[config.mk]
export PLATFORM = sky130hd
export DESIGN_NAME = hpmc_top
export DESIGN_NICKNAME = d
export VERILOG_FILES = /design/src/hw/hpmc_pkg.sv /design/src/hw/hpmc_duty_meter.sv /design/src/hw/hpmc_top.sv
export SDC_FILE = /design/constraint.sdc
export NUM_CORES = 1
export LEC_CHECK = 0
export BUFFER_PORTS_ARGS = -buffer_cell sky130_fd_sc_hd__buf_2
export CAP_MARGIN = 20
export CORE_MARGIN = 10
export CORE_UTILIZATION = 62
export CTS_CLUSTER_SIZE = 25
export DETAILED_ROUTE_END_ITERATION = 12
export PLACE_DENSITY = 0.79
export REMOVE_ABC_BUFFERS = 1
export SKIP_CTS_REPAIR_TIMING = 1
export SLEW_MARGIN = 20
export SYNTH_ARGS = -nofsm -noshare
export SYNTH_HDL_FRONTEND = slang
export SYNTH_SLANG_ARGS = --single-unit
[constraint.sdc]
create_clock -name clk_i -period 3.9 [get_ports clk_i]
set_input_delay 0.585 -clock clk_i [delete_from_list [all_inputs] [get_ports clk_i]]
set_output_delay 0.585 -clock clk_i [all_outputs]
set_load 0.005 [all_outputs]
[src/hw/hpmc_pkg.sv]
// Purpose: shared constants and types of the haptic playback mode controller
// Assumes: 100 MHz clock, register map on a 32-bit classic Wishbone slave
// Notes: every offset and timing count lives here, with the ctrl, seq and stat field positions and the ctrl, thr and amp reset values
package hpmc_pkg;
  // register byte offsets, one aligned word each
  localparam logic [7:0] ADDR_CTRL = 8'h00;
  localparam logic [7:0] ADDR_AMP = 8'h04;
  localparam logic [7:0] ADDR_SEQ = 8'h08;
  localparam logic [7:0] ADDR_THR = 8'h0C;
  localparam logic [7:0] ADDR_STAT = 8'h10;
  localparam logic [7:0] ADDR_MASK = 8'h14;
  localparam logic [7:0] ADDR_MEMCTL = 8'h18;
  localparam logic [7:0] ADDR_MEMADR = 8'h1C;
  localparam logic [7:0] ADDR_MEMDAT = 8'h20;
  // control word fields
  localparam int CTRL_MODE_LSB = 0;
  localparam int CTRL_STBY = 3;
  localparam int CTRL_ACCEL = 4;
  localparam int CTRL_TRACK = 5;
  localparam int CTRL_RSTOP = 6;
  localparam int CTRL_ERM = 7;
  // sequence word fields
  localparam int SEQ_ID_LSB = 0;
  localparam int SEQ_LOOP_LSB = 4;
  localparam int SEQ_GO = 8;
  localparam int SEQ_REP = 9;
  // status word fields
  localparam int STAT_FLAG = 0;
  localparam int STAT_INACT = 1;
  localparam int STAT_STATE_LSB = 4;
  localparam int STAT_DUTY_LSB = 8;
  // operating mode codes
  localparam logic [2:0] MODE_INACTIVE = 3'h0;
  localparam logic [2:0] MODE_DIRECT = 3'h1;
  localparam logic [2:0] MODE_PWM = 3'h2;
  localparam logic [2:0] MODE_REG_PLAY = 3'h3;
  localparam logic [2:0] MODE_PIN_PLAY = 3'h4;
  // reset values
  localparam logic [7:0] CTRL_RST = 8'h00;
  localparam logic [7:0] THR_RST = 8'h10;
  localparam logic [7:0] AMP_RST = 8'h00;
  // pattern store geometry; base is where the first snippet slot lies
  localparam int MEM_DEPTH = 128;
  localparam int MEM_AW = 7;
  localparam logic [6:0] PATTERN_BASE = 7'h10;
  // amplitude codes
  localparam logic [7:0] DUTY_MID = 8'h80;
  localparam logic [7:0] FULL_UNSIGNED = 8'hFF;
  localparam logic [7:0] FULL_SIGNED = 8'h7F;
  // timing, times in microseconds, counts in clock cycles
  localparam int unsigned CLK_MHZ = 100;
  localparam int unsigned WAKE_TIME_US = 750;
  localparam int unsigned WAKE_CYCLES = WAKE_TIME_US * CLK_MHZ;
  localparam int unsigned BRAKE_TIME_US = 20;
  localparam int unsigned BRAKE_CYCLES = BRAKE_TIME_US * CLK_MHZ;
  localparam int unsigned STEP_TIME_US = 1000;
  localparam int unsigned STEP_CYCLES = STEP_TIME_US * CLK_MHZ;
  localparam int CNT_W = 17;
  typedef enum logic [1:0] {ST_IDLE, ST_STANDBY, ST_WAKE, ST_DRIVE} hpmc_state_t;
endpackage

[src/hw/hpmc_duty_meter.sv]
// Purpose: measures duty cycle of the already synchronised stream pin
// Assumes: pin_i is on clk_i; fixed 256-cycle measuring window
// Notes: result updates once per window, so duty changes show with one window lag
`timescale 1ns/100ps
module hpmc_duty_meter (
  input wire logic clk_i,
  input wire logic rst_i,
  input wire logic ce_i,
  input wire logic pin_i,
  output logic [7:0] duty_o
);
  logic [7:0] win_reg;
  logic [8:0] high_reg;

  // window counter and high-time accumulation
  always_ff @(posedge clk_i) begin
    if (rst_i) begin
      win_reg <= 8'h00;
      high_reg <= 9'h000;
      duty_o <= 8'h00;
    end else if (ce_i) begin
      win_reg <= win_reg + 8'h01;
      if (win_reg == 8'hFF) begin
        // a full-high window would read 256, clip to the top code
        duty_o <= high_reg[8] ? 8'hFF : high_reg[7:0];
        high_reg <= {8'h00, pin_i};
      end else begin
        high_reg <= high_reg + {8'h00, pin_i};
      end
    end
  end
endmodule

[src/hw/hpmc_top.sv]
// Purpose: playback mode controller of a haptic actuator driver
// Assumes: Wishbone classic slave, one 100 MHz clock, trigger pins asynchronous
// Notes: pattern store has no reset, nothing clears its contents, rst_i leaves them as they are
`timescale 1ns/100ps
module hpmc_top #(
  parameter int unsigned WAKE_CYCLES = hpmc_pkg::WAKE_CYCLES,
  parameter int unsigned STEP_CYCLES = hpmc_pkg::STEP_CYCLES
) (
  input wire logic clk_i,
  input wire logic rst_i,
  input wire logic ce_i,
  input wire logic wb_cyc_i,
  input wire logic wb_stb_i,
  input wire logic wb_we_i,
  input wire logic [7:0] wb_adr_i,
  input wire logic [3:0] wb_sel_i,
  input wire logic [31:0] wb_dat_i,
  output logic [31:0] wb_dat_o,
  output logic wb_ack_o,
  input wire logic [2:0] trigger_pins_i,
  output logic [7:0] drive_level_o,
  output logic drive_en_o,
  output logic drive_signed_o,
  output logic lra_phase_flip_o,
  output logic erm_polarity_inv_o,
  output logic interrupt_out_n_o
);
  hpmc_pkg::hpmc_state_t state_reg;
  logic [7:0] ctrl_reg;
  logic [7:0] direct_amplitude;
  logic [3:0] selected_sequence_id;
  logic [3:0] selected_sequence_loops;
  logic playback_go;
  logic playback_repeat;
  logic [7:0] zero_drive_duty_threshold;
  logic playback_finished_flag;
  logic mask_reg;
  logic pattern_store_unlock;
  logic [6:0] mem_addr_reg;
  logic [7:0] mem [hpmc_pkg::MEM_DEPTH];
  logic [2:0] sync1_reg;
  logic [2:0] sync2_reg;
  logic [2:0] pins_last_reg;
  logic [16:0] wake_cnt_reg;
  logic [16:0] step_cnt_reg;
  logic [3:0] loops_left_reg;
  logic [16:0] brake_cnt_reg;
  logic [7:0] duty;
  logic [2:0] mode;
  logic standby_en, accel_en, track_en, rstop_en, erm_sel;
  logic wb_req, wr, wr0, wr1, mem_we, go_clr, rep_clr, done_evt, pin_edge, abort;
  logic [7:0] play_amp, pwm_amp, level_next;
  logic en_next;
  logic signed [8:0] duty_off;
  logic [7:0] duty_mag;
  hpmc_pkg::hpmc_state_t rest_state;

  // valid-mode decode used by both the state machine and the drive path
  function automatic logic is_playback(input logic [2:0] m);
    return (m == hpmc_pkg::MODE_REG_PLAY) || (m == hpmc_pkg::MODE_PIN_PLAY);
  endfunction
  function automatic logic is_stream(input logic [2:0] m);
    return (m == hpmc_pkg::MODE_DIRECT) || (m == hpmc_pkg::MODE_PWM);
  endfunction

  assign mode = ctrl_reg[hpmc_pkg::CTRL_MODE_LSB +: 3];
  assign standby_en = ctrl_reg[hpmc_pkg::CTRL_STBY];
  assign accel_en = ctrl_reg[hpmc_pkg::CTRL_ACCEL];
  assign track_en = ctrl_reg[hpmc_pkg::CTRL_TRACK];
  assign rstop_en = ctrl_reg[hpmc_pkg::CTRL_RSTOP];
  assign erm_sel = ctrl_reg[hpmc_pkg::CTRL_ERM];
  assign rest_state = standby_en ? hpmc_pkg::ST_STANDBY : hpmc_pkg::ST_IDLE;

  // bus strobes; writes land on the edge where ack rises
  assign wb_req = wb_cyc_i && wb_stb_i && !wb_ack_o;
  assign wr = wb_req && wb_we_i;
  assign wr0 = wr && wb_sel_i[0];
  assign wr1 = wr && wb_sel_i[1];
  assign mem_we = wr0 && (wb_adr_i == hpmc_pkg::ADDR_MEMDAT) && pattern_store_unlock;

  // pin synchronisers, two flops per trigger pin before anything looks
  genvar gi;
  generate
    for (gi = 0; gi < 3; gi++) begin : g_sync
      always_ff @(posedge clk_i) begin
        if (rst_i) begin
          sync1_reg[gi] <= 1'b0;
          sync2_reg[gi] <= 1'b0;
          pins_last_reg[gi] <= 1'b0;
        end else if (ce_i) begin
          sync1_reg[gi] <= trigger_pins_i[gi];
          sync2_reg[gi] <= sync1_reg[gi];
          pins_last_reg[gi] <= sync2_reg[gi];
        end
      end
    end
  endgenerate
  // rising edge on any trigger pin
  assign pin_edge = |(sync2_reg & ~pins_last_reg);

  // bit 0 of the trigger pins doubles as the stream input
  hpmc_duty_meter u_duty (
    .clk_i(clk_i),
    .rst_i(rst_i),
    .ce_i(ce_i),
    .pin_i(sync2_reg[0]),
    .duty_o(duty)
  );

  // stream duty to amplitude; threshold window gives zero drive
  assign duty_off = $signed({1'b0, duty}) - $signed({1'b0, hpmc_pkg::DUTY_MID});
  assign duty_mag = duty_off[8] ? 8'(-duty_off) : duty_off[7:0];
  always_comb begin
    if (accel_en) begin
      pwm_amp = (duty_mag <= zero_drive_duty_threshold) ? 8'h00 : duty_off[7:0];
    end else begin
      pwm_amp = (duty < zero_drive_duty_threshold) ? 8'h00 : duty;
    end
  end

  // control and sequence registers
  always_ff @(posedge clk_i) begin
    if (rst_i) begin
      ctrl_reg <= hpmc_pkg::CTRL_RST;
      direct_amplitude <= hpmc_pkg::AMP_RST;
      zero_drive_duty_threshold <= hpmc_pkg::THR_RST;
      mask_reg <= 1'b0;
      pattern_store_unlock <= 1'b0;
      selected_sequence_id <= 4'h0;
      selected_sequence_loops <= 4'h0;
    end else if (ce_i && wr0) begin
      if (wb_adr_i == hpmc_pkg::ADDR_CTRL) begin
        ctrl_reg <= wb_dat_i[7:0];
      end else if (wb_adr_i == hpmc_pkg::ADDR_AMP) begin
        direct_amplitude <= wb_dat_i[7:0];
      end else if (wb_adr_i == hpmc_pkg::ADDR_THR) begin
        zero_drive_duty_threshold <= wb_dat_i[7:0];
      end else if (wb_adr_i == hpmc_pkg::ADDR_MASK) begin
        mask_reg <= wb_dat_i[0];
      end else if (wb_adr_i == hpmc_pkg::ADDR_MEMCTL) begin
        pattern_store_unlock <= wb_dat_i[0];
      end else if (wb_adr_i == hpmc_pkg::ADDR_SEQ) begin
        selected_sequence_id <= wb_dat_i[hpmc_pkg::SEQ_ID_LSB +: 4];
        selected_sequence_loops <= wb_dat_i[hpmc_pkg::SEQ_LOOP_LSB +: 4];
      end
    end
  end

  // go and repeat bits: host sets, hardware clears when consumed
  always_ff @(posedge clk_i) begin
    if (rst_i) begin
      playback_go <= 1'b0;
      playback_repeat <= 1'b0;
    end else if (ce_i) begin
      if (wr1 && wb_adr_i == hpmc_pkg::ADDR_SEQ) begin
        playback_go <= wb_dat_i[hpmc_pkg::SEQ_GO];
        playback_repeat <= wb_dat_i[hpmc_pkg::SEQ_REP];
      end else begin
        // a pin edge in mode 4 arms go, else the drive would read as an abort
        if (go_clr) playback_go <= 1'b0;
        else if (mode == hpmc_pkg::MODE_PIN_PLAY && pin_edge) playback_go <= 1'b1;
        if (rep_clr) playback_repeat <= 1'b0;
      end
    end
  end

  // pattern store: no reset on purpose so contents survive soft resets
  always_ff @(posedge clk_i) begin
    if (ce_i && mem_we) begin
      mem[mem_addr_reg] <= wb_dat_i[7:0];
    end
  end

  // store address pointer, auto-increments on each accepted data write
  always_ff @(posedge clk_i) begin
    if (rst_i) begin
      mem_addr_reg <= hpmc_pkg::PATTERN_BASE;
    end else if (ce_i) begin
      if (wr0 && wb_adr_i == hpmc_pkg::ADDR_MEMADR) begin
        mem_addr_reg <= wb_dat_i[6:0];
      end else if (mem_we) begin
        mem_addr_reg <= mem_addr_reg + 7'h01;
      end
    end
  end

  // one amplitude byte per sequence, indexed from the first snippet slot
  assign play_amp = mem[hpmc_pkg::PATTERN_BASE + {3'h0, selected_sequence_id}];

  // aborts: inactive or undefined mode, or go dropped during playback
  assign abort = !(is_stream(mode) || is_playback(mode))
    || (is_playback(mode) && !playback_go && state_reg == hpmc_pkg::ST_DRIVE);
  assign done_evt = ce_i && state_reg == hpmc_pkg::ST_DRIVE && is_playback(mode)
    && playback_go && !playback_repeat && loops_left_reg == 4'h0 && step_cnt_reg == 17'h0;
  assign go_clr = done_evt;
  assign rep_clr = state_reg == hpmc_pkg::ST_DRIVE && is_playback(mode) && playback_repeat;

  // mode state machine
  always_ff @(posedge clk_i) begin
    if (rst_i) begin
      state_reg <= hpmc_pkg::ST_IDLE;
      wake_cnt_reg <= 17'h0;
    end else if (ce_i) begin
      case (state_reg)
        hpmc_pkg::ST_IDLE, hpmc_pkg::ST_STANDBY: begin
          state_reg <= rest_state;
          // playback modes wait for go, or a pin edge in mode 4
          if (is_stream(mode) || (is_playback(mode) && playback_go)
              || (mode == hpmc_pkg::MODE_PIN_PLAY && pin_edge)) begin
            state_reg <= hpmc_pkg::ST_WAKE;
            wake_cnt_reg <= 17'(WAKE_CYCLES - 1);
          end
        end
        hpmc_pkg::ST_WAKE: begin
          if (abort) begin
            state_reg <= rest_state;
          end else if (wake_cnt_reg == 17'h0) begin
            state_reg <= hpmc_pkg::ST_DRIVE;
          end else begin
            wake_cnt_reg <= wake_cnt_reg - 17'h1;
          end
        end
        hpmc_pkg::ST_DRIVE: begin
          if (abort || done_evt) begin
            state_reg <= rest_state;
          end
        end
        default: state_reg <= hpmc_pkg::ST_IDLE;
      endcase
    end
  end

  // playback loop and step counters
  always_ff @(posedge clk_i) begin
    if (rst_i) begin
      loops_left_reg <= 4'h0;
      step_cnt_reg <= 17'h0;
    end else if (ce_i) begin
      if (state_reg != hpmc_pkg::ST_DRIVE || rep_clr) begin
        // repeat restarts the whole sequence from its first loop
        loops_left_reg <= selected_sequence_loops;
        step_cnt_reg <= 17'(STEP_CYCLES - 1);
      end else if (step_cnt_reg != 17'h0) begin
        step_cnt_reg <= step_cnt_reg - 17'h1;
      end else if (loops_left_reg != 4'h0) begin
        loops_left_reg <= loops_left_reg - 4'h1;
        step_cnt_reg <= 17'(STEP_CYCLES - 1);
      end
    end
  end

  // amplitude source per mode; zero keeps the state but gates the stage
  always_comb begin
    level_next = 8'h00;
    en_next = 1'b0;
    if (state_reg == hpmc_pkg::ST_DRIVE && !abort) begin
      if (mode == hpmc_pkg::MODE_DIRECT) begin
        level_next = direct_amplitude;
      end else if (mode == hpmc_pkg::MODE_PWM) begin
        level_next = pwm_amp;
      end else if (is_playback(mode)) begin
        level_next = play_amp;
      end
      en_next = level_next != 8'h00;
    end
  end

  // brake window: only when tracking runs, since braking relies on it;
  // a braking stage must not restart its own window, or it never ends
  always_ff @(posedge clk_i) begin
    if (rst_i) begin
      brake_cnt_reg <= 17'h0;
    end else if (ce_i) begin
      if (rstop_en && track_en && drive_en_o && !en_next
          && !lra_phase_flip_o && !erm_polarity_inv_o) begin
        brake_cnt_reg <= 17'(hpmc_pkg::BRAKE_CYCLES);
      end else if (en_next) begin
        brake_cnt_reg <= 17'h0;
      end else if (brake_cnt_reg != 17'h0) begin
        brake_cnt_reg <= brake_cnt_reg - 17'h1;
      end
    end
  end

  // registered drive outputs
  always_ff @(posedge clk_i) begin
    if (rst_i) begin
      drive_level_o <= 8'h00;
      drive_en_o <= 1'b0;
      drive_signed_o <= 1'b0;
      lra_phase_flip_o <= 1'b0;
      erm_polarity_inv_o <= 1'b0;
    end else if (ce_i) begin
      drive_signed_o <= accel_en;
      if (brake_cnt_reg != 17'h0 && !en_next) begin
        // full reverse: phase flip on resonant, polarity swap on rotating
        drive_level_o <= accel_en ? hpmc_pkg::FULL_SIGNED : hpmc_pkg::FULL_UNSIGNED;
        drive_en_o <= 1'b1;
        lra_phase_flip_o <= !erm_sel;
        erm_polarity_inv_o <= erm_sel;
      end else begin
        drive_level_o <= level_next;
        drive_en_o <= en_next;
        lra_phase_flip_o <= 1'b0;
        erm_polarity_inv_o <= 1'b0;
      end
    end
  end

  // finished flag: set wins over a same-cycle write-one clear
  always_ff @(posedge clk_i) begin
    if (rst_i) begin
      playback_finished_flag <= 1'b0;
      interrupt_out_n_o <= 1'b1;
    end else if (ce_i) begin
      if (done_evt) begin
        playback_finished_flag <= 1'b1;
      end else if (wr0 && wb_adr_i == hpmc_pkg::ADDR_STAT && wb_dat_i[hpmc_pkg::STAT_FLAG]) begin
        playback_finished_flag <= 1'b0;
      end
      interrupt_out_n_o <= !(playback_finished_flag && !mask_reg);
    end
  end

  // bus answer, one wait state, unmapped reads return zero
  always_ff @(posedge clk_i) begin
    if (rst_i) begin
      wb_ack_o <= 1'b0;
      wb_dat_o <= 32'h0000_0000;
    end else if (ce_i) begin
      wb_ack_o <= wb_req;
      wb_dat_o <= 32'h0000_0000;
      if (wb_adr_i == hpmc_pkg::ADDR_CTRL) begin
        wb_dat_o[7:0] <= ctrl_reg;
      end else if (wb_adr_i == hpmc_pkg::ADDR_AMP) begin
        wb_dat_o[7:0] <= direct_amplitude;
      end else if (wb_adr_i == hpmc_pkg::ADDR_SEQ) begin
        wb_dat_o[9:0] <= {playback_repeat, playback_go, selected_sequence_loops,
                          selected_sequence_id};
      end else if (wb_adr_i == hpmc_pkg::ADDR_THR) begin
        wb_dat_o[7:0] <= zero_drive_duty_threshold;
      end else if (wb_adr_i == hpmc_pkg::ADDR_STAT) begin
        wb_dat_o[hpmc_pkg::STAT_FLAG] <= playback_finished_flag;
        wb_dat_o[hpmc_pkg::STAT_INACT] <= state_reg != hpmc_pkg::ST_WAKE
          && state_reg != hpmc_pkg::ST_DRIVE;
        wb_dat_o[hpmc_pkg::STAT_STATE_LSB +: 2] <= state_reg;
        wb_dat_o[hpmc_pkg::STAT_DUTY_LSB +: 8] <= duty;
      end else if (wb_adr_i == hpmc_pkg::ADDR_MASK) begin
        wb_dat_o[0] <= mask_reg;
      end else if (wb_adr_i == hpmc_pkg::ADDR_MEMCTL) begin
        wb_dat_o[15:0] <= {1'b0, hpmc_pkg::PATTERN_BASE, 7'h00, pattern_store_unlock};
      end else if (wb_adr_i == hpmc_pkg::ADDR_MEMADR) begin
        wb_dat_o[6:0] <= mem_addr_reg;
      end else if (wb_adr_i == hpmc_pkg::ADDR_MEMDAT) begin
        wb_dat_o[7:0] <= mem[mem_addr_reg];
      end
    end
  end

  // checks
  a_mode_zero_stop: assert property (@(posedge clk_i) disable iff (rst_i)
    ce_i && state_reg == hpmc_pkg::ST_DRIVE && mode == hpmc_pkg::MODE_INACTIVE
    |=> state_reg inside {hpmc_pkg::ST_IDLE, hpmc_pkg::ST_STANDBY})
    else $error("mode zero did not stop drive");
  a_wake_delay: assert property (@(posedge clk_i) disable iff (rst_i)
    $rose(state_reg == hpmc_pkg::ST_DRIVE)
    |-> $past(state_reg) == hpmc_pkg::ST_WAKE && $past(wake_cnt_reg) == 17'h0)
    else $error("drive entered before wake time");
  a_irq_follows_flag: assert property (@(posedge clk_i) disable iff (rst_i)
    ce_i |=> interrupt_out_n_o == !($past(playback_finished_flag) && !$past(mask_reg)))
    else $error("interrupt does not follow flag and mask");
  a_zero_direct_off: assert property (@(posedge clk_i) disable iff (rst_i)
    ce_i && state_reg == hpmc_pkg::ST_DRIVE && mode == hpmc_pkg::MODE_DIRECT
    && direct_amplitude == 8'h00 && brake_cnt_reg == 17'h0
    |=> !drive_en_o && state_reg == hpmc_pkg::ST_DRIVE)
    else $error("zero direct amplitude left stage on or left drive");
  a_locked_write: assert property (@(posedge clk_i) disable iff (rst_i)
    ce_i && wr0 && wb_adr_i == hpmc_pkg::ADDR_MEMDAT && !pattern_store_unlock
    |=> $stable(mem_addr_reg))
    else $error("locked store accepted a write");
  a_go_wait: assert property (@(posedge clk_i) disable iff (rst_i)
    ce_i && state_reg == hpmc_pkg::ST_IDLE && mode == hpmc_pkg::MODE_REG_PLAY
    && !playback_go |=> state_reg != hpmc_pkg::ST_WAKE)
    else $error("register playback started without go");
  a_pwm_threshold: assert property (@(posedge clk_i) disable iff (rst_i)
    ce_i && state_reg == hpmc_pkg::ST_DRIVE && mode == hpmc_pkg::MODE_PWM && !accel_en
    && duty < zero_drive_duty_threshold && brake_cnt_reg == 17'h0 |=> drive_level_o == 8'h00)
    else $error("duty below threshold gave nonzero drive");
  a_done_flag: assert property (@(posedge clk_i) disable iff (rst_i)
    done_evt |=> playback_finished_flag ##1 !interrupt_out_n_o || mask_reg)
    else $error("sequence end did not raise flag and interrupt");
  a_ack_pulse: assert property (@(posedge clk_i) disable iff (rst_i)
    ce_i && wb_ack_o |=> !wb_ack_o)
    else $error("ack held longer than one cycle");
  c_direct_drive: cover property (@(posedge clk_i) disable iff (rst_i)
    state_reg == hpmc_pkg::ST_DRIVE && mode == hpmc_pkg::MODE_DIRECT && drive_en_o);
  c_pwm_drive: cover property (@(posedge clk_i) disable iff (rst_i)
    state_reg == hpmc_pkg::ST_DRIVE && mode == hpmc_pkg::MODE_PWM && drive_en_o);
  c_seq_done: cover property (@(posedge clk_i) disable iff (rst_i) done_evt);
  c_brake: cover property (@(posedge clk_i) disable iff (rst_i) lra_phase_flip_o);
endmodule

==> results of run 1 <==
[final cells by class]
type | instances | area share
Timing Repair Buffer | 269 | 0.0382
Sequential cell | 1196 | 0.615
Multi-Input combinational cell | 1402 | 0.254
Clock inverter | 69 | 0.0133
Tap cell | 1050 | 0.0236
Antenna cell | 1 | 0.0000450
Inverter | 30 | 0.00202
Clock buffer | 142 | 0.0546
[final timing paths]
kind | from | to | slack (ns) | cells past startpoint
hold / removal | trigger_pins_i[1] | sync1_reg[1] | 0.16 | 3
setup / recovery | flip-flop | wb_dat_o[7] | 0.28 | 9
hold reg to reg | wake_cnt_reg[16] | wake_cnt_reg[16] | 0.47 | 2
setup reg to reg | flip-flop | wb_dat_o[7] | 0.28 | 9
[cell families (layout without fill, tap and decap cells)]
kind of cell / count (synthesis) / count (layout)
xor gates and xnor gates: 42 / 42
other: 1 / 17
adders and majority gates: 24 / 24
buffers and inverters: 199 / 510
DFF: 1196 / 1196
AOI/OAI and AO/OA: 266 / 266
and+or+nand+nor: 636 / 636
muxes: 418 / 418
[power groups by stage]
stage	Combinational [mW]	Sequential (mW)	Clock, mW
2_1_floorplan	0.697	14.4	0
3_3_place_gp	1.13	14.4	0
3_5_place_dp	1.20	14.4	0
5_1_grt	1.37	14.1	11.8
4_1_cts	1.21	14.1	11.3
6_report	1.24	14.1	11.2
[routing by layer]
layer	GRT usage	vias up	part of all wire
met5	0	-	0.000080
met4	0.108	2	0.040
met3	0.0583	333	0.11
met2	0.457	1886	0.50
met1	0.367	14500	0.36
li1	-	11600	-
[cell usage in the layout (no fill, tap or decap), types with 8 or more instances in the layout]
cell type | netlist | final
edfxtp_1 | 1024 | 1024
mux4_2 | 358 | 358
nor2_1 | 308 | 308
buf_4 | 22 | 200
dfxtp_1 | 172 | 167
clkbuf_16 | 0 | 117
nand2_1 | 96 | 96
a21oi_1 | 92 | 92
mux2i_1 | 57 | 57
nor3_1 | 55 | 55
buf_2 | 32 | 49
nand3_1 | 44 | 44
o21ai_0 | 44 | 44
inv_1 | 30 | 30
ha_1 | 24 | 24
xor2_1 | 23 | 23
clkinv_2 | 0 | 23
clkbuf_1 | 88 | 23
clkinv_1 | 0 | 21
xnor2_1 | 19 | 19
a211oi_1 | 18 | 18
buf_12 | 0 | 18
nor4_1 | 17 | 17
conb_1 | 1 | 16
nor2b_1 | 15 | 15
a221oi_1 | 15 | 15
nand4_1 | 14 | 14
nand2b_1 | 14 | 14
a22oi_1 | 14 | 14
bufinv_16 | 0 | 14
and3_1 | 13 | 13
or3_1 | 12 | 12
a22o_1 | 10 | 10
o211ai_1 | 9 | 9
a311oi_1 | 8 | 8
[stage by stage]
stage	instances	setup WS [ns]	hold slack (ns)
2_1_floorplan	2628	-8.88	0.430
3_3_place_gp	3946	0.379	0.447
3_5_place_dp	3946	0.221	0.451
4_1_cts	4157	0.245	0.147
5_1_grt	4158	-0.00314	0.173
6_report	4159	0.278	0.159
[critical path, stage by stage, from the launching register on]
cell      delay (ns)
dfxtp_4         0.48
buf_12          0.27
buf_4           0.29
mux4_2          0.55
mux4_2          0.53
a22oi_1         0.41
nand2_1         0.21
a21o_1          0.27
a222oi_1        0.31
a31oi_1         0.12
==> run_results.csv, run 1 <==
group,metric,value,unit
power,p_leak,17.6,nW
power,power_switching_share,0.215,
cts,numCtsBuffers,115,
cts,worstSkewPairLatency,0.70,ns
layout,design_area,55700,um2
floorplanning,die_h,302,um
floorplanning,dieWidth,302,um
grt,overflow,0,
place,port_buffers,58,
detailed_routing,drc,0,
logic_synthesis,synth_top_area_share,0.625,
worst_setup_path,end_kind,"flip-flop",
layout,seq_area,34200,um2
power,power.switching,5.71,mW
floorplanning,initial_core_util,0.624,
floorplanning,rows,103,
power,power_density,478,nW/um2
timing,fin_crit_sh,0.929,
logic_synthesis,avgSynthCellArea,17.7,um2
outcome,status,"complete, no violations",
detailed_routing,drt_iter0_drc,3862,
floorplanning,ioPinCount,99,
logic_synthesis,synthSimpleGateAreaFrac,0.0601,
cts,path_clk_slew,0.06,ns
layout,syn_to_final_growth,13.1,%
logic_synthesis,yosysMostFrequentCell,"edfxtp_1",
grt,grt_pass1_vias,28700,
detailed_routing,totalWireLength,126000,um
timing,finalSetupTns,0,ns
grt,antenna_found_initial,1,
logic_synthesis,synth-edff-count,1024,
power,peakVddDrop,0.000405,V
worst_setup_path,required,4.45,ns
logic_synthesis,synth_top_family_by_area,"multiplexers",
power,internal-power,20.9,mW
worst_setup_path,arrival,4.17,ns
layout,multi_input_area,14100,um2
cts,cts_tree,"built",
detailed_routing,routedWlPerCell,30.2,um
detailed_routing,vias_per_cell,6.81,
worst_setup_path,path_class,"flip-flop to flip-flop",
timing,finClkSkew,0.0291,ns
timing,relSlewSlack,0.144,
place,dpl_cell_area,51900,um2
logic_synthesis,synthXorXnorAreaFrac,0.00747,
min_path,hp-class,"primary input to flip-flop",
layout,regMostFlops,"mem",
grt,grt_start_max_net_pins,110,
place,hpwlAfterDp,73600,um
detailed_routing,drtAntennaViolNets,0,
logic_synthesis,netlist.top_cell.by_area,"edfxtp_1",
cts,cts_buffer_depth,3,
grt,grt_pass1_wl,189000,um
logic_synthesis,synth_area_leaders,"edfxtp_1, mux4_2, dfxtp_1, nor2_1, mux2i_1",
detailed_routing,firstDrtPassIters,7,
power,power,26.6,mW
logic_synthesis,ys_seq_area_frac,0.695,
logic_synthesis,synth-warning-count,0,
layout,largest_reg_flops,1024,
layout,final_nets,3091,
logic_synthesis,ys_ff_latch,1196,
layout,fillers,4502,
logic_synthesis,syn-cell-area,49200,um2
logic_synthesis,ys_types,76,
timing,finalHoldViolCount,0,
cts,root_buffer,"clkbuf_16",
place,place.gp.congestion,0.880,
timing,fmax,276,MHz
detailed_routing,vias,28300,
logic_synthesis,synth_compound_area_frac,0.0355,
worst_setup_path,crit_path_start_kind,"flip-flop",
timing,setup_violations,0,
floorplanning,die_area,91100,um2
power,power_frac_seq,0.531,
cts,h-tree-depth,3,
logic_synthesis,synthTopCellsByCount,"edfxtp_1, mux4_2, nor2_1",
logic_synthesis,async_flop_share,0,
logic_synthesis,postSynthCellCount,2782,
grt,globalRouteTotalUtil,0.278,
timing,drv_slew,0,
logic_synthesis,synthFlopType,"edfxtp_1",
floorplanning,core_area,78900,um2
flow_run,drv_cap,0,
logic_synthesis,synth_mux_area_frac,0.176,
power,p_clk_frac,0.423,
layout,drive_gt1_frac,0.266,
timing,tightest_slew,1.28,ns
timing,min_period,3.62,ns
layout,postLayoutCoreUtil,0.706,
power,pwr-share-comb,0.047,
worst_setup_path,crit_path_max_fanout,27,
logic_synthesis,synthAdderAreaFrac,0.00610,
cts,cts.sinks,1196,
Note: power is estimated with default switching activity, not from simulation.
==> run 2: changes to the inputs <==
Settings changed: CORE_UTILIZATION 62 to 32, PLACE_DENSITY 0.79 to unset, REMOVE_ABC_BUFFERS 1 to unset.
==> run_results.csv, run 2 (synthesis results as in run 1) <==
group,metric,value,unit
layout,final_nets,3132,
timing,finClkSkew,0.0196,ns
cts,path_clk_slew,0.06,ns
layout,postLayoutCoreUtil,0.376,
layout,drive_gt1_frac,0.276,
power,power_density,462,nW/um2
timing,layout_setup_ws,0.266,ns
worst_setup_path,crit_path_frequent_cell,"a21oi_1",
place,place.gp.congestion,0.868,
grt,globalRouteTotalUtil,0.139,
detailed_routing,firstDrtPassIters,7,
worst_setup_path,crit_path_max_fanout,7,
layout,seq_area,34200,um2
outcome,status,"complete, no violations",
timing,min_period,3.63,ns
place,dpl_cell_area,53500,um2
cts,worstSkewPairLatency,0.73,ns
floorplanning,die_h,412,um
layout,design_area,57300,um2
layout,final_common_cell,"edfxtp_1",
cts,h-tree-depth,3,
worst_setup_path,crit_path_start_kind,"flip-flop",
timing,fin_crit_sh,0.932,
detailed_routing,drt_iter0_drc,2454,
place,port_buffers,58,
floorplanning,ioPinCount,99,
layout,multi_input_area,14100,um2
detailed_routing,drc,0,
min_path,hp-class,"primary input to flip-flop",
floorplanning,die_area,170000,um2
detailed_routing,vias_per_cell,5.13,
cts,cts_tree,"built",
floorplanning,core_area,152000,um2
place,pre_cts_ws,0.235,ns
timing,rsz0062_at_grt,"no",
cts,cts_buffer_depth,3,
cts,root_buffer,"clkbuf_16",
grt,antenna_found_initial,1,
cts,numCtsBuffers,120,
timing,tightest_slew,1.08,ns
flow_run,drv_cap,0,
floorplanning,rows,143,
place,hpwlAfterDp,78100,um
grt,grt_pass1_vias,26600,
layout,syn_to_final_growth,16.4,%
timing,fmax,275,MHz
timing,relSlewSlack,0.280,
timing,drv_slew,0,
layout,regMostFlops,"mem",
worst_setup_path,path_delay_family,"compound AO/OA/AOI/OAI gates",
worst_setup_path,crit_chain,"inv_1 -> ha_1 -> a31oi_1 -> xor2_1 -> ha_1 -> nand3_1 -> o31ai_1 -> a21oi_1 -> nand2_1 -> a21oi_1 -> a2111o_1 -> nand3_1 -> or4b_2 -> a21oi_1",
worst_setup_path,cp_slowest_cell,"or4b_2",
worst_setup_path,crit_buf_inv,1,
detailed_routing,totalWireLength,120000,um
power,p_leak,17.9,nW
worst_setup_path,arrival,4.28,ns
layout,final_cell_mix,"edfxtp_1, mux4_2, nor2_1",
cts,cts.sinks,1196,
layout,fillers,14000,
layout,largest_reg_flops,1024,
timing,finalHoldViolCount,0,
grt,grt_pass1_wl,179000,um
floorplanning,dieWidth,412,um
worst_setup_path,end_kind,"flip-flop",
grt,overflow,0,
detailed_routing,vias,26600,
grt,grt_start_max_net_pins,90,
timing,setup_violations,0,
detailed_routing,drtAntennaViolNets,0,
worst_setup_path,required,4.54,ns
timing,finalSetupTns,0,ns
detailed_routing,routedWlPerCell,23.1,um
floorplanning,initial_core_util,0.323,
worst_setup_path,critPathMaxStageDelay,0.68,ns
power,peakVddDrop,0.000345,V
worst_setup_path,path_class,"flip-flop to flip-flop",
run 2: worst register-to-register path: stages, from the launching register on:
cell	delay (ns)
dfxtp_1	0.45
inv_1	0.13
ha_1	0.25
a31oi_1	0.17
xor2_1	0.18
ha_1	0.27
nand3_1	0.12
o31ai_1	0.08
a21oi_1	0.18
nand2_1	0.10
a21oi_1	0.35
a2111o_1	0.23
nand3_1	0.21
or4b_2	0.68
a21oi_1	0.17
run 2: power breakdown:
part	switching (mW)	leakage, nW	internal [mW]
Clock	4.84	1.86	6.33
Sequential	0.130	10.6	14.0
Combinational	0.763	5.43	0.438
run 2: worst paths after layout:
kind                           from           endpoint  slack (ns)  cells past startpoint
setup / recovery   u_duty.duty_o[0]  brake_cnt_reg[12]        0.27                     14
hold / removal    trigger_pins_i[1]       sync1_reg[1]        0.10                      3
setup reg to reg   u_duty.duty_o[0]  brake_cnt_reg[12]        0.27                     14
hold reg to reg    wake_cnt_reg[16]   wake_cnt_reg[16]        0.46                      2
run 2: through the flow:
step           hold slack [ns]  cells  power (mW)
2_1_floorplan            0.436   2797        15.1
3_3_place_gp             0.448   4963        15.6
3_5_place_dp             0.455   4963        15.6
4_1_cts                 0.0493   5187        26.8
5_1_grt                 0.0881   5187        27.4
6_report                 0.101   5188        26.5
run 2: final cells by class:
type | instances | area share
Antenna cell | 1 | 0.0000437
Clock buffer | 168 | 0.0580
Clock inverter | 56 | 0.00858
Inverter | 30 | 0.00197
Multi-Input combinational cell | 1402 | 0.246
Sequential cell | 1196 | 0.597
Tap cell | 2030 | 0.0443
Timing Repair Buffer | 305 | 0.0439
run 2: per-layer routing:
metal	track usage	wire [um]
met1	0.197	53200
met4	0.0339	2710
met5	0	9
met2	0.217	55700
met3	0.0274	8140
